==> config.mk <==
export PLATFORM = sky130hd
export DESIGN_NAME = tma_timer_array
export DESIGN_NICKNAME = d
export VERILOG_FILES = /design/src/tma_pkg.sv /design/src/tma_edge_sync.sv /design/src/tma_timer_array.sv
export SDC_FILE = /design/constraint.sdc
export NUM_CORES = 1
export LEC_CHECK = 0
export BUFFER_PORTS_ARGS = -buffer_cell sky130_fd_sc_hd__buf_2
export CAP_MARGIN = 0
export CORE_ASPECT_RATIO = 1.5
export CORE_MARGIN = 3
export CORE_UTILIZATION = 54
export DETAILED_ROUTE_END_ITERATION = 10
export MAX_ROUTING_LAYER = met4
export PLACE_DENSITY = 0.91
export SLEW_MARGIN = 15
export SYNTH_ARGS = -nofsm -noshare
export SYNTH_HDL_FRONTEND = slang
export SYNTH_HIERARCHICAL = 1
export SYNTH_SLANG_ARGS = --single-unit
==> constraint.sdc <==
create_clock -name clk_i -period 2.75 [get_ports clk_i]
set_input_delay 0.275 -clock clk_i [delete_from_list [all_inputs] [get_ports clk_i]]
set_output_delay 0.275 -clock clk_i [all_outputs]
set_load 0.02 [all_outputs]
==> src/tma_pkg.sv <==
package tma_pkg;
	localparam int CNT_W = 16;
	localparam int NUM_CH = 4;
	localparam int MODE_W = 4;
	localparam int EDGE_W = 2;
	// channel modes
	localparam logic [MODE_W-1:0] MODE_INTERVAL = 4'h0;
	localparam logic [MODE_W-1:0] MODE_SQUARE = 4'h1;
	localparam logic [MODE_W-1:0] MODE_EVENT = 4'h2;
	localparam logic [MODE_W-1:0] MODE_DIVIDER = 4'h3;
	localparam logic [MODE_W-1:0] MODE_PULSE_IVL = 4'h4;
	localparam logic [MODE_W-1:0] MODE_WIDTH = 4'h5;
	localparam logic [MODE_W-1:0] MODE_DELAY = 4'h6;
	localparam logic [MODE_W-1:0] MODE_ONESHOT_M = 4'h7;
	localparam logic [MODE_W-1:0] MODE_ONESHOT_S = 4'h8;
	localparam logic [MODE_W-1:0] MODE_PWM_M = 4'h9;
	localparam logic [MODE_W-1:0] MODE_PWM_S = 4'ha;
	// valid edge select
	localparam logic [EDGE_W-1:0] EDGE_FALL = 2'h0;
	localparam logic [EDGE_W-1:0] EDGE_RISE = 2'h1;
	localparam logic [EDGE_W-1:0] EDGE_BOTH = 2'h2;
	// channel that may run the divider
	localparam int DIVIDER_CH = 0;
	// reset values and the counter maximum
	localparam logic [CNT_W-1:0] CNT_RST = 16'h0000;
	localparam logic [CNT_W-1:0] DATA_RST = 16'h0000;
	localparam logic [CNT_W-1:0] CNT_MAX = 16'hffff;
	localparam logic OUT_RST = 1'b0;
endpackage

==> src/tma_edge_sync.sv <==
`timescale 1ns/1ps
module tma_edge_sync
#(
	parameter int N = 4
)
(
	// clock and reset
	input wire logic clk_i,
	input wire logic rst_i,
	// raw pins
	input wire logic [N-1:0] pin_i,
	// edge pulses
	output logic [N-1:0] rise_o,
	output logic [N-1:0] fall_o
);
	typedef struct packed {
		logic [N-1:0] s1;
		logic [N-1:0] s2;
		logic [N-1:0] s3;
		logic [N-1:0] rise;
		logic [N-1:0] fall;
	} tma_sync_t;

	tma_sync_t sync_reg;
	tma_sync_t sync_next;

	// s1 feeds only s2; edges come from s2 against s3
	always_comb
	begin
		sync_next = sync_reg;
		sync_next.s1 = pin_i;
		sync_next.s2 = sync_reg.s1;
		sync_next.s3 = sync_reg.s2;
		sync_next.rise = sync_reg.s2 & ~sync_reg.s3;
		sync_next.fall = ~sync_reg.s2 & sync_reg.s3;
	end

	always_ff @(posedge clk_i)
	begin
		if (rst_i)
		begin
			sync_reg <= '0;
		end
		else
		begin
			sync_reg <= sync_next;
		end
	end

	assign rise_o = sync_reg.rise;
	assign fall_o = sync_reg.fall;
endmodule // tma_edge_sync

==> src/tma_timer_array.sv <==
`timescale 1ns/1ps
// Functional notes
// - four channels, each a 16-bit counter, each usable as its own timer.
// - each channel has one counter register, one data register, one input pin and one output pin.
// - channels link to the nearest lower master so several work as one timer.
// - interval mode raises the channel interrupt at a fixed period.
// - square wave mode toggles the output pin on every channel interrupt.
// - event mode counts valid input edges and interrupts when the programmed count is reached.
// - divider mode on the first channel divides the input pin clock onto its output pin.
// - pulse interval mode starts on a valid edge and captures on the next valid edge.
// - width mode starts on one edge and captures on the opposite edge.
// - delay mode starts on a valid edge and interrupts after the programmed delay.
// - one-shot mode pairs a delay master and a width slave for a single pulse.
// - pwm mode pairs a period master and a duty slave for a pulse train.
// - multiple pwm lets one master drive the period of several duty slaves.
// - interrupt sources are compare match or capture; overflow and underflow are flagged on their own outputs.
module tma_timer_array
	import tma_pkg::*;
#(
	parameter int N = tma_pkg::NUM_CH
)
(
	// clock and reset
	input wire logic clk_i,
	input wire logic rst_i,
	// channel configuration
	input wire logic [N-1:0] enable_i,
	input wire logic [N-1:0][tma_pkg::MODE_W-1:0] mode_i,
	input wire logic [N-1:0][tma_pkg::EDGE_W-1:0] edge_sel_i,
	// data register write
	input wire logic [N-1:0] data_wr_i,
	input wire logic [N-1:0][tma_pkg::CNT_W-1:0] data_wdata_i,
	// pins
	input wire logic [N-1:0] channel_input_pin_i,
	output logic [N-1:0] channel_output_pin_o,
	// interrupts and status
	output logic [N-1:0] channel_interrupt_o,
	output logic [N-1:0] overflow_o,
	output logic [N-1:0] underflow_o,
	output logic [N-1:0][tma_pkg::CNT_W-1:0] counter_o,
	output logic [N-1:0][tma_pkg::CNT_W-1:0] data_o
);
	import tma_pkg::*;

	typedef enum logic [2:0] {
		ST_IDLE = 3'b001,
		ST_ARMED = 3'b010,
		ST_RUN = 3'b100
	} tma_state_t;

	typedef struct packed {
		tma_state_t [N-1:0] st;
		logic [N-1:0][CNT_W-1:0] cnt;
		logic [N-1:0][CNT_W-1:0] data;
		logic [N-1:0] out;
		logic [N-1:0] irq;
		logic [N-1:0] ovf;
		logic [N-1:0] udf;
		logic [N-1:0] trig;
	} tma_regs_t;

	tma_regs_t state_reg;
	tma_regs_t state_next;
	logic [N-1:0] rise;
	logic [N-1:0] fall;

	// pins are asynchronous, so two flops before any edge logic
	tma_edge_sync #(.N(N)) u_sync
	(
		.clk_i(clk_i),
		.rst_i(rst_i),
		.pin_i(channel_input_pin_i),
		.rise_o(rise),
		.fall_o(fall)
	);

	function automatic logic edge_hit(input logic r, input logic f, input logic [EDGE_W-1:0] sel);
		case (sel)
			EDGE_RISE: edge_hit = r;
			EDGE_FALL: edge_hit = f;
			EDGE_BOTH: edge_hit = r | f;
			default: edge_hit = 1'b0;
		endcase
	endfunction

	function automatic logic [EDGE_W-1:0] opposite(input logic [EDGE_W-1:0] sel);
		case (sel)
			EDGE_RISE: opposite = EDGE_FALL;
			EDGE_FALL: opposite = EDGE_RISE;
			default: opposite = sel;
		endcase
	endfunction

	function automatic logic is_master(input logic [MODE_W-1:0] m);
		is_master = (m == MODE_PWM_M) || (m == MODE_ONESHOT_M);
	endfunction

	always_comb
	begin
		logic lnk, ev, opp;
		lnk = 1'b0;
		ev = 1'b0;
		opp = 1'b0;
		state_next = state_reg;
		state_next.irq = '0;
		state_next.ovf = '0;
		state_next.udf = '0;
		state_next.trig = '0;
		for (int i = 0; i < N; i++)
		begin
			// slaves follow the trigger of the nearest master below them
			if (is_master(mode_i[i]))
				lnk = state_reg.trig[i];
			ev = edge_hit(rise[i], fall[i], edge_sel_i[i]);
			opp = edge_hit(rise[i], fall[i], opposite(edge_sel_i[i]));
			if (data_wr_i[i])
				state_next.data[i] = data_wdata_i[i];
			if (!enable_i[i])
			begin
				state_next.st[i] = ST_IDLE;
				state_next.cnt[i] = CNT_RST;
				state_next.out[i] = OUT_RST;
			end
			else
			begin
				case (state_reg.st[i])
					ST_IDLE:
					begin
						case (mode_i[i])
							MODE_INTERVAL, MODE_SQUARE, MODE_PWM_M, MODE_EVENT:
							begin
								state_next.cnt[i] = state_reg.data[i];
								state_next.st[i] = ST_RUN;
								state_next.trig[i] = (mode_i[i] == MODE_PWM_M);
							end
							MODE_DIVIDER:
							begin
								// divider only exists on the first channel
								if (i == DIVIDER_CH)
								begin
									state_next.cnt[i] = state_reg.data[i];
									state_next.st[i] = ST_RUN;
								end
							end
							MODE_PULSE_IVL, MODE_WIDTH, MODE_DELAY, MODE_ONESHOT_M, MODE_ONESHOT_S, MODE_PWM_S:
								state_next.st[i] = ST_ARMED;
							default: state_next.st[i] = ST_IDLE;
						endcase
					end
					ST_ARMED:
					begin
						case (mode_i[i])
							MODE_PULSE_IVL, MODE_WIDTH:
							begin
								if (ev)
								begin
									state_next.cnt[i] = CNT_RST;
									state_next.st[i] = ST_RUN;
								end
							end
							MODE_DELAY, MODE_ONESHOT_M:
							begin
								if (ev)
								begin
									state_next.cnt[i] = state_reg.data[i];
									state_next.st[i] = ST_RUN;
								end
							end
							MODE_ONESHOT_S:
							begin
								if (lnk)
								begin
									state_next.cnt[i] = state_reg.data[i];
									state_next.out[i] = 1'b1;
									state_next.st[i] = ST_RUN;
								end
							end
							MODE_PWM_S:
							begin
								if (lnk)
								begin
									state_next.st[i] = ST_RUN;
									state_next.out[i] = (state_reg.data[i] != CNT_RST);
									state_next.cnt[i] = state_reg.data[i] - 16'h0001;
								end
							end
							default: state_next.st[i] = ST_IDLE;
						endcase
					end
					ST_RUN:
					begin
						case (mode_i[i])
							MODE_INTERVAL, MODE_SQUARE, MODE_PWM_M:
							begin
								if (state_reg.cnt[i] == CNT_RST)
								begin
									state_next.cnt[i] = state_reg.data[i];
									state_next.irq[i] = 1'b1;
									state_next.udf[i] = 1'b1;
									state_next.trig[i] = (mode_i[i] == MODE_PWM_M);
									if (mode_i[i] == MODE_SQUARE)
										state_next.out[i] = ~state_reg.out[i];
								end
								else
									state_next.cnt[i] = state_reg.cnt[i] - 16'h0001;
							end
							MODE_EVENT, MODE_DIVIDER:
							begin
								if (ev && state_reg.cnt[i] == CNT_RST)
								begin
									state_next.cnt[i] = state_reg.data[i];
									state_next.irq[i] = 1'b1;
									if (mode_i[i] == MODE_DIVIDER)
										state_next.out[i] = ~state_reg.out[i];
								end
								else if (ev)
									state_next.cnt[i] = state_reg.cnt[i] - 16'h0001;
							end
							MODE_PULSE_IVL, MODE_WIDTH:
							begin
								// capture beats a same-cycle host write
								if ((mode_i[i] == MODE_PULSE_IVL) ? ev : opp)
								begin
									state_next.data[i] = state_reg.cnt[i];
									state_next.irq[i] = 1'b1;
									state_next.cnt[i] = CNT_RST;
									if (mode_i[i] == MODE_WIDTH)
										state_next.st[i] = ST_ARMED;
								end
								else
								begin
									state_next.cnt[i] = state_reg.cnt[i] + 16'h0001;
									state_next.ovf[i] = (state_reg.cnt[i] == CNT_MAX);
								end
							end
							MODE_DELAY, MODE_ONESHOT_M, MODE_ONESHOT_S:
							begin
								if (state_reg.cnt[i] == CNT_RST)
								begin
									state_next.irq[i] = 1'b1;
									state_next.trig[i] = (mode_i[i] == MODE_ONESHOT_M);
									state_next.out[i] = 1'b0;
									state_next.st[i] = ST_ARMED;
								end
								else
									state_next.cnt[i] = state_reg.cnt[i] - 16'h0001;
							end
							MODE_PWM_S:
							begin
								// duty restarts on every master period
								if (lnk)
								begin
									state_next.out[i] = (state_reg.data[i] != CNT_RST);
									state_next.cnt[i] = state_reg.data[i] - 16'h0001;
								end
								else if (state_reg.cnt[i] != CNT_RST)
									state_next.cnt[i] = state_reg.cnt[i] - 16'h0001;
								else if (state_reg.out[i])
								begin
									state_next.out[i] = 1'b0;
									state_next.irq[i] = 1'b1;
								end
							end
							default: state_next.st[i] = ST_IDLE;
						endcase
					end
					default: state_next.st[i] = ST_IDLE;
				endcase
			end
		end
	end

	always_ff @(posedge clk_i)
	begin
		if (rst_i)
		begin
			for (int i = 0; i < N; i++)
				state_reg.st[i] <= ST_IDLE;
			state_reg.cnt <= {N{CNT_RST}};
			state_reg.data <= {N{DATA_RST}};
			state_reg.out <= '0;
			state_reg.irq <= '0;
			state_reg.ovf <= '0;
			state_reg.udf <= '0;
			state_reg.trig <= '0;
		end
		else
			state_reg <= state_next;
	end

	assign channel_output_pin_o = state_reg.out;
	assign channel_interrupt_o = state_reg.irq;
	assign overflow_o = state_reg.ovf;
	assign underflow_o = state_reg.udf;
	assign counter_o = state_reg.cnt;
	assign data_o = state_reg.data;
endmodule // tma_timer_array

==> results.md, run 1 <==
- Share of cells above drive strength 1: roughly a quarter
- Root Buffer: clkbuf_16
- Status: complete, no violations
- Area Overhead vs Synth: 17.5%
- Die width: between 150 and 200 microns
- Share of Yosys cell area claimed by the top area cell type: around a fifth
- Min-delay src: channel_input_pin_i[3]
- Initial core utilization: between 50 and 60%
- Critical path data arrival time: between 3 and 4 ns
- Die height: about 230 microns
- Wire per inst: 24.4 microns
- RR Startpoint: counter_o[32]
- Vias in the first global route: 20420
- HP Class: in2reg
- Inserted Diodes: 0
- TNS Setup: 0 ns
- Placement Rows: 81
- Critical Path Max Stage Delay: 0.49 ns
- Clk_lat worst skew: between 0.4 and 0.5 ns
- FF+latch area: ~0.0036 sq mm
- Cells after Synth: approximately 2500
- Crit. End Element: register
- CP max stage cell: or4b_4
- Fin. Hold Viols: 0
- Worst Path Required: between 3 and 4 ns
- DRT Wirelength: a little under 80 mm
- Total Nets Final: approximately 2800
- DP HPWL: approximately 58 mm
- Ys flop type: dfxtp_1
- Worst path cell trace: inv_2 -> ha_4 -> or4b_4 -> nor3b_4 -> a31oi_4 -> buf_6 -> a211oi_2 -> buf_4 -> buf_12 -> buf_8 -> o211ai_1 -> a21oi_1 -> o32ai_1
- Dpl cells: about 3100
- Most common cell in the netlist: nor2_1
- Antenna Nets Post-Route: 0
- Core area: between 0.03 and 0.04 sq mm
- Top post-synthesis cells by area: dfxtp_1 20%, buf_4 6.3%, mux2i_1 5.2%, o21ai_0 4.9%, nor2_1 4.9%
- Non-Filler Instances: around 3100
- Hold Crit Endpoint: u_sync/sync_next[15]
- Gpl congestion: roughly 1.1
- Grt ovf: 0
- Critical path type: reg2reg
- Global-route wire length before repair: approximately 120 mm
- Sequential cell area fraction in the yosys report: about a fifth
- Top post-synthesis cells by count: 236 x nor2_1, 208 x clkbuf_1, 180 x dfxtp_1, 179 x o21ai_0, 164 x a21oi_1
- Synthesis Warnings: 6
- GR Util All Layers: about two fifths
- Post-Route Utilization: between 60% and 70%
- Reg2reg setup slack: between 0.05 and 0.06 ns
- Vias: ~21000
- Sink Count: 180
- Max Fclk: 371 MHz
- Min Hold Slack: around 0.023 ns
- Syn avg cell area: ~7.2 sq um
- Worst slew pin tran: 0.869 ns
- Syn nets: ~2600
- Port-buffer cells: approximately 250
- Clk buf depth: 2
- CTS tree: yes
- Clk_skew: about 0.014 ns
- Reg2Reg Depth: 13
- WHS Path Cells: 2
- Largest net degree at the start of global routing: 40
- CTS clk-pin slew, worst paths: roughly 0.080 ns
- Post-place instance area: between 0.02 and 0.025 sq mm
- CP Launch Type: register
- Fin area: 0.0213 sq mm
- Syn Std Cell Area: approximately 0.018 sq mm
- Rel. slew slack: a little over two fifths
- Number of synthesized register bits: 180
- Area of the multi-input gates: approximately 0.012 sq mm
- Synth area leader: dfxtp_1
- Ports: approximately 250
- Max Slew Vio Count: 0
- Synth unique cells: between 90 and 100
- # hold bufs at CTS: 0
- Initial antenna violation count: 0
- RR Endpoint: counter_o[43]
- Htree depth: 4
- Period utilization: between 90% and 100%
- VDD IR max: 0.362 mV
- Min cycle time layout: between 2 and 3 ns
- CP Max Fanout: 4
- P_leak: about 9.0 nW
- Max-Cap Viols: 0
- Die area: about 0.036 sq mm
- PwrDens: 437 mW/mm^2
- Finish-stage setup viols: 0
- CTS buffer count: 17
- Post-synth EDFFs: 0
- Drt via density: 6.81
- DR iter-0 viols: 2219
- FFs w/ async S/R, synth: 0%
- DRC viols: 0
- # fillers: 2940
- DR pass1 iterations: 8
- RSZ-0062 raised after global routing: true
==> metal layers <==
| layer | wire length, microns | GRT usage, % |
|---|---|---|
| met5 | 0 | - |
| met4 | 6440 | 30.1 |
| met3 | 6480 | 6.08 |
| met2 | 36500 | 68.2 |
| met1 | 27400 | 46.2 |
==> power by group <==
part           switching, mW  leakage, nW  internal [mW]
registers              0.142         1.47           2.72
logic                   2.24         7.18           1.49
clock network           1.44        0.306           1.27
total                   3.82         8.96           5.49
==> worst max-delay path by stage <==
stage | end | slack [ns] | from
finish | counter_o[43] | 0.05 | counter_o[32]
global placement | counter_o[35] | -0.09 | counter_o[32]
global route | counter_o[35] | -0.05 | counter_o[32]
detailed placement | counter_o[35] | -0.16 | counter_o[32]
CTS | counter_o[59] | 0.003 | counter_o[48]
floorplan | counter_o[62] | 0.03 | data_o[57]
==> area by class of cell <==
cell class	instances	area share, %
clock buffer	17	2.00
clock inverter	15	0.981
inverter	40	0.705
multi-input combinational	1900	58.6
sequential	180	16.9
tap	415	2.44
timing repair buffer	582	18.4
==> metrics by stage <==
stage	worst slack, ns	total power, mW
CTS	0.00258	9.13
finish	0.0522	9.31
detailed placement	-0.158	6.41
global placement	-0.0921	6.37
floorplan	0.0292	5.19
global route	-0.0490	9.65
==> repair_timing <==
item,CTS,global route
setup buffers,1,6
gates resized for setup,9,37
setup endpoints to repair,7,34
pin swaps,5,19
==> layout by cell type (no fill, tap or decap), drive strengths merged, types with 10 or more instances in the layout <==
master    n
buf     582
nor2    237
o21ai   184
dfxtp   180
a21oi   164
nand2   139
a211oi  100
mux2i    94
nor3     79
xnor2    67
nand3    66
xor2     58
nor4     50
inv      49
a31oi    43
nor2b    39
nor3b    38
nand4    35
or3      35
o211ai   27
nand2b   26
o31ai    26
o22ai    25
o221ai   24
or4      21
o21a     20
a22oi    18
a221oi   18
and3     17
clkbuf   17
and2     17
ha       16
a311oi   15
a21o     14
a221o    13
or3b     13
o211a    12
or2      10
and4     10
a211o    10
==> critical path, delay by kind of cell (launching register included) <==
kind | cells | cell delay (ns)
adders and majority gates | 1 | 0.12
AOI/OAI and AO/OA | 5 | 0.71
buffers and inverters | 5 | 0.60
DFF | 1 | 0.33
and+or+nand+nor | 2 | 0.80
==> kinds of logic (layout without fill, tap and decap cells) <==
kind of cell             Yosys count  in the layout  synth area share, %
buffers and inverters            440            654                 12.6
multiplexers                      96             96                 5.31
XOR/XNOR                         125            125                 6.04
adder cells (fa/ha/maj)           16             16                 1.10
AO/OA/AOI/OAI                    799            799                 29.6
AND/OR/NAND/NOR                  864            864                 25.4
flip-flops                       180            180                 19.9
Note: power is estimated with default switching activity, not from simulation.
==> run 2, diff against run 1 <==
--- a/config.mk
+++ b/config.mk
@@ -7,7 +7,7 @@
 export LEC_CHECK = 0
 export BUFFER_PORTS_ARGS = -buffer_cell sky130_fd_sc_hd__buf_2
 export CAP_MARGIN = 0
-export CORE_ASPECT_RATIO = 1.5
+export CORE_ASPECT_RATIO = 1.2
 export CORE_MARGIN = 3
 export CORE_UTILIZATION = 54
 export DETAILED_ROUTE_END_ITERATION = 10
==> run 2 against run 1 <==
  * Register-to-register slack improved by 0.02 ns
  * Largest power group unchanged
  * Core utilization fell by 1.2 points
  * First-iteration DRC count rose by 20%
==> results.md, run 2 (synthesized netlist as in run 1, its figures left out) <==
- Status: complete, no violations
- Total Nets Final: about 2800
- Clk buf depth: 2
- Setup slack after layout: about 0.07 ns
- Most frequent cells in the layout: 295 x buf_4, 244 x buf_2, 235 x nor2_1, 180 x dfxtp_1, 179 x o21ai_0
- Root Buffer: clkbuf_16
- Antenna Nets Post-Route: 0
- Critical path data arrival time: 3.04 ns
- Area Overhead vs Synth: 14.8%
- Post-place instance area: 0.0202 sq mm
- Largest net degree at the start of global routing: 43
- Die height: 207 microns
- Min cycle time layout: 2.68 ns
- # hold bufs at CTS: 0
- GR Util All Layers: between 30% and 40%
- Port-buffer cells: 245
- Grt ovf: 0
- CTS buffer count: 17
- Commonest non-fill, non-tap cell in the layout: buf_4
- Worst Path Required: a little over 3 ns
- Wire per inst: approximately 23 microns
- Rel. slew slack: a little over a third
- Min Hold Slack: approximately 0.0054 ns
- Fin area: 0.0208 sq mm
- Max Slew Vio Count: 0
- Grt met3 use: under 10%
- Global-route wire length before repair: between 100 and 150 mm
- Htree depth: 4
- DR iter-0 viols: between 2000 and 3000
- Initial antenna violation count: 0
- CP Max Fanout: 4
- VDD IR max: between 0.3 and 0.4 mV
- DR pass1 iterations: 7
- Clk_skew: about 0.014 ns
- PwrDens: between 400 and 500 mW/mm^2
- Vias in the first global route: roughly 20000
- Drt via density: around 6.8
- Initial core utilization: between 50% and 60%
- DP HPWL: between 50 and 60 mm
- M2 GR Usage: a little over three fifths
- Die area: around 0.036 sq mm
- Busiest grt layer: met2
- Critical path type: reg2reg
- Die width: ~170 microns
- CTS tree: yes
- Crit. End Element: register
- Period utilization: a little over nine tenths
- Clk_lat worst skew: between 0.4 and 0.5 ns
- Post-Place Worst Slack: -0.0265 ns
- CTS clk-pin slew, worst paths: roughly 0.080 ns
- Gpl congestion: ~1.1
- Post-Route Utilization: between 60% and 70%
- Placement Rows: between 70 and 80
- Max-Cap Viols: 0
- Finish-stage setup viols: 0
- Max Fclk: roughly 370 MHz
- Sink Count: 180
- DRC viols: 0
- HP Class: in2reg
- Share of cells above drive strength 1: 24.7%
- Vias: ~21000
- CP Launch Type: register
- Met1 Track Usage GR: between 40 and 50%
- Core area: 0.0327 sq mm
- Worst slew pin tran: about 0.97 ns
- P_leak: 8.69 nW
- Fin. Hold Viols: 0
- Ports: 246
- DRT Wirelength: about 70 mm
-- run 2: changes by cell type in the layout (fill, tap and decap cells not counted), sizes merged --
cell / change
buf: -36
inv: -6
bufinv: +2
clkbuf: +2
clkinv: -2
clkinvlp: +2
diode: +1
-- run 2: final timing paths --
path | endpoint | start | cells after the start | slack (ns)
max | counter_o[60] | data_o[56] | 8 | 0.07
min | u_sync/sync_next[15] | channel_input_pin_i[3] | 2 | 0.005
max reg2reg | counter_o[60] | data_o[56] | 8 | 0.07
min reg2reg | u_sync/rise_o[2] | u_sync/sync_reg[10] | 1 | 0.43
-- run 2: where the power goes --
part	switching (mW)	internal (mW)	total [mW]	leakage (nW)
Combinational	2.17	1.42	3.59	6.94
Clock	1.23	1.36	2.59	0.276
Sequential	0.123	2.72	2.84	1.47
Total	3.52	5.50	9.01	8.69
-- run 2: repair_timing --
action / CTS / global route
setup endpoints to repair: 3 / 33
pin swaps: 0 / 6
buffers inserted: 0 / 0
resized for setup: 1 / 16
-- run 2: final cells by class --
class	count	area, sq um
multi-input cells	1900	12400
fillers	2940	11900
flip-flops and latches	180	3600
repair buffers	546	3580
well taps	444	556
clock buffers	19	443
inverters	40	150
clock inverters	11	125
diodes	1	2.50
-- run 2: per-layer routing --
layer  share of wire, %  up-vias
met1                 38     9961
met4                5.8        0
li1                   -     9524
met5                  0        -
met2                 46     1475
met3                9.7      328
-- run 2: stage by stage --
step	power (mW)	instances	setup TNS, ns
after floorplan	5.19	2520	0
after global placement	6.30	3110	-0.0619
after detailed placement	6.34	3110	-0.0959
after CTS	8.88	3140	0
after global routing	9.36	3140	-0.00592
final	9.01	3141	0
-- run 2: critical path: stages, from the launching register on --
cell and delay [ns]:
dfxtp_1 0.32, or4_4 0.57, or4_4 0.54, buf_4 0.16
xnor2_1 0.16, a22oi_1 0.18, o21ai_0 0.09, or3_1 0.31
o221a_2 0.23
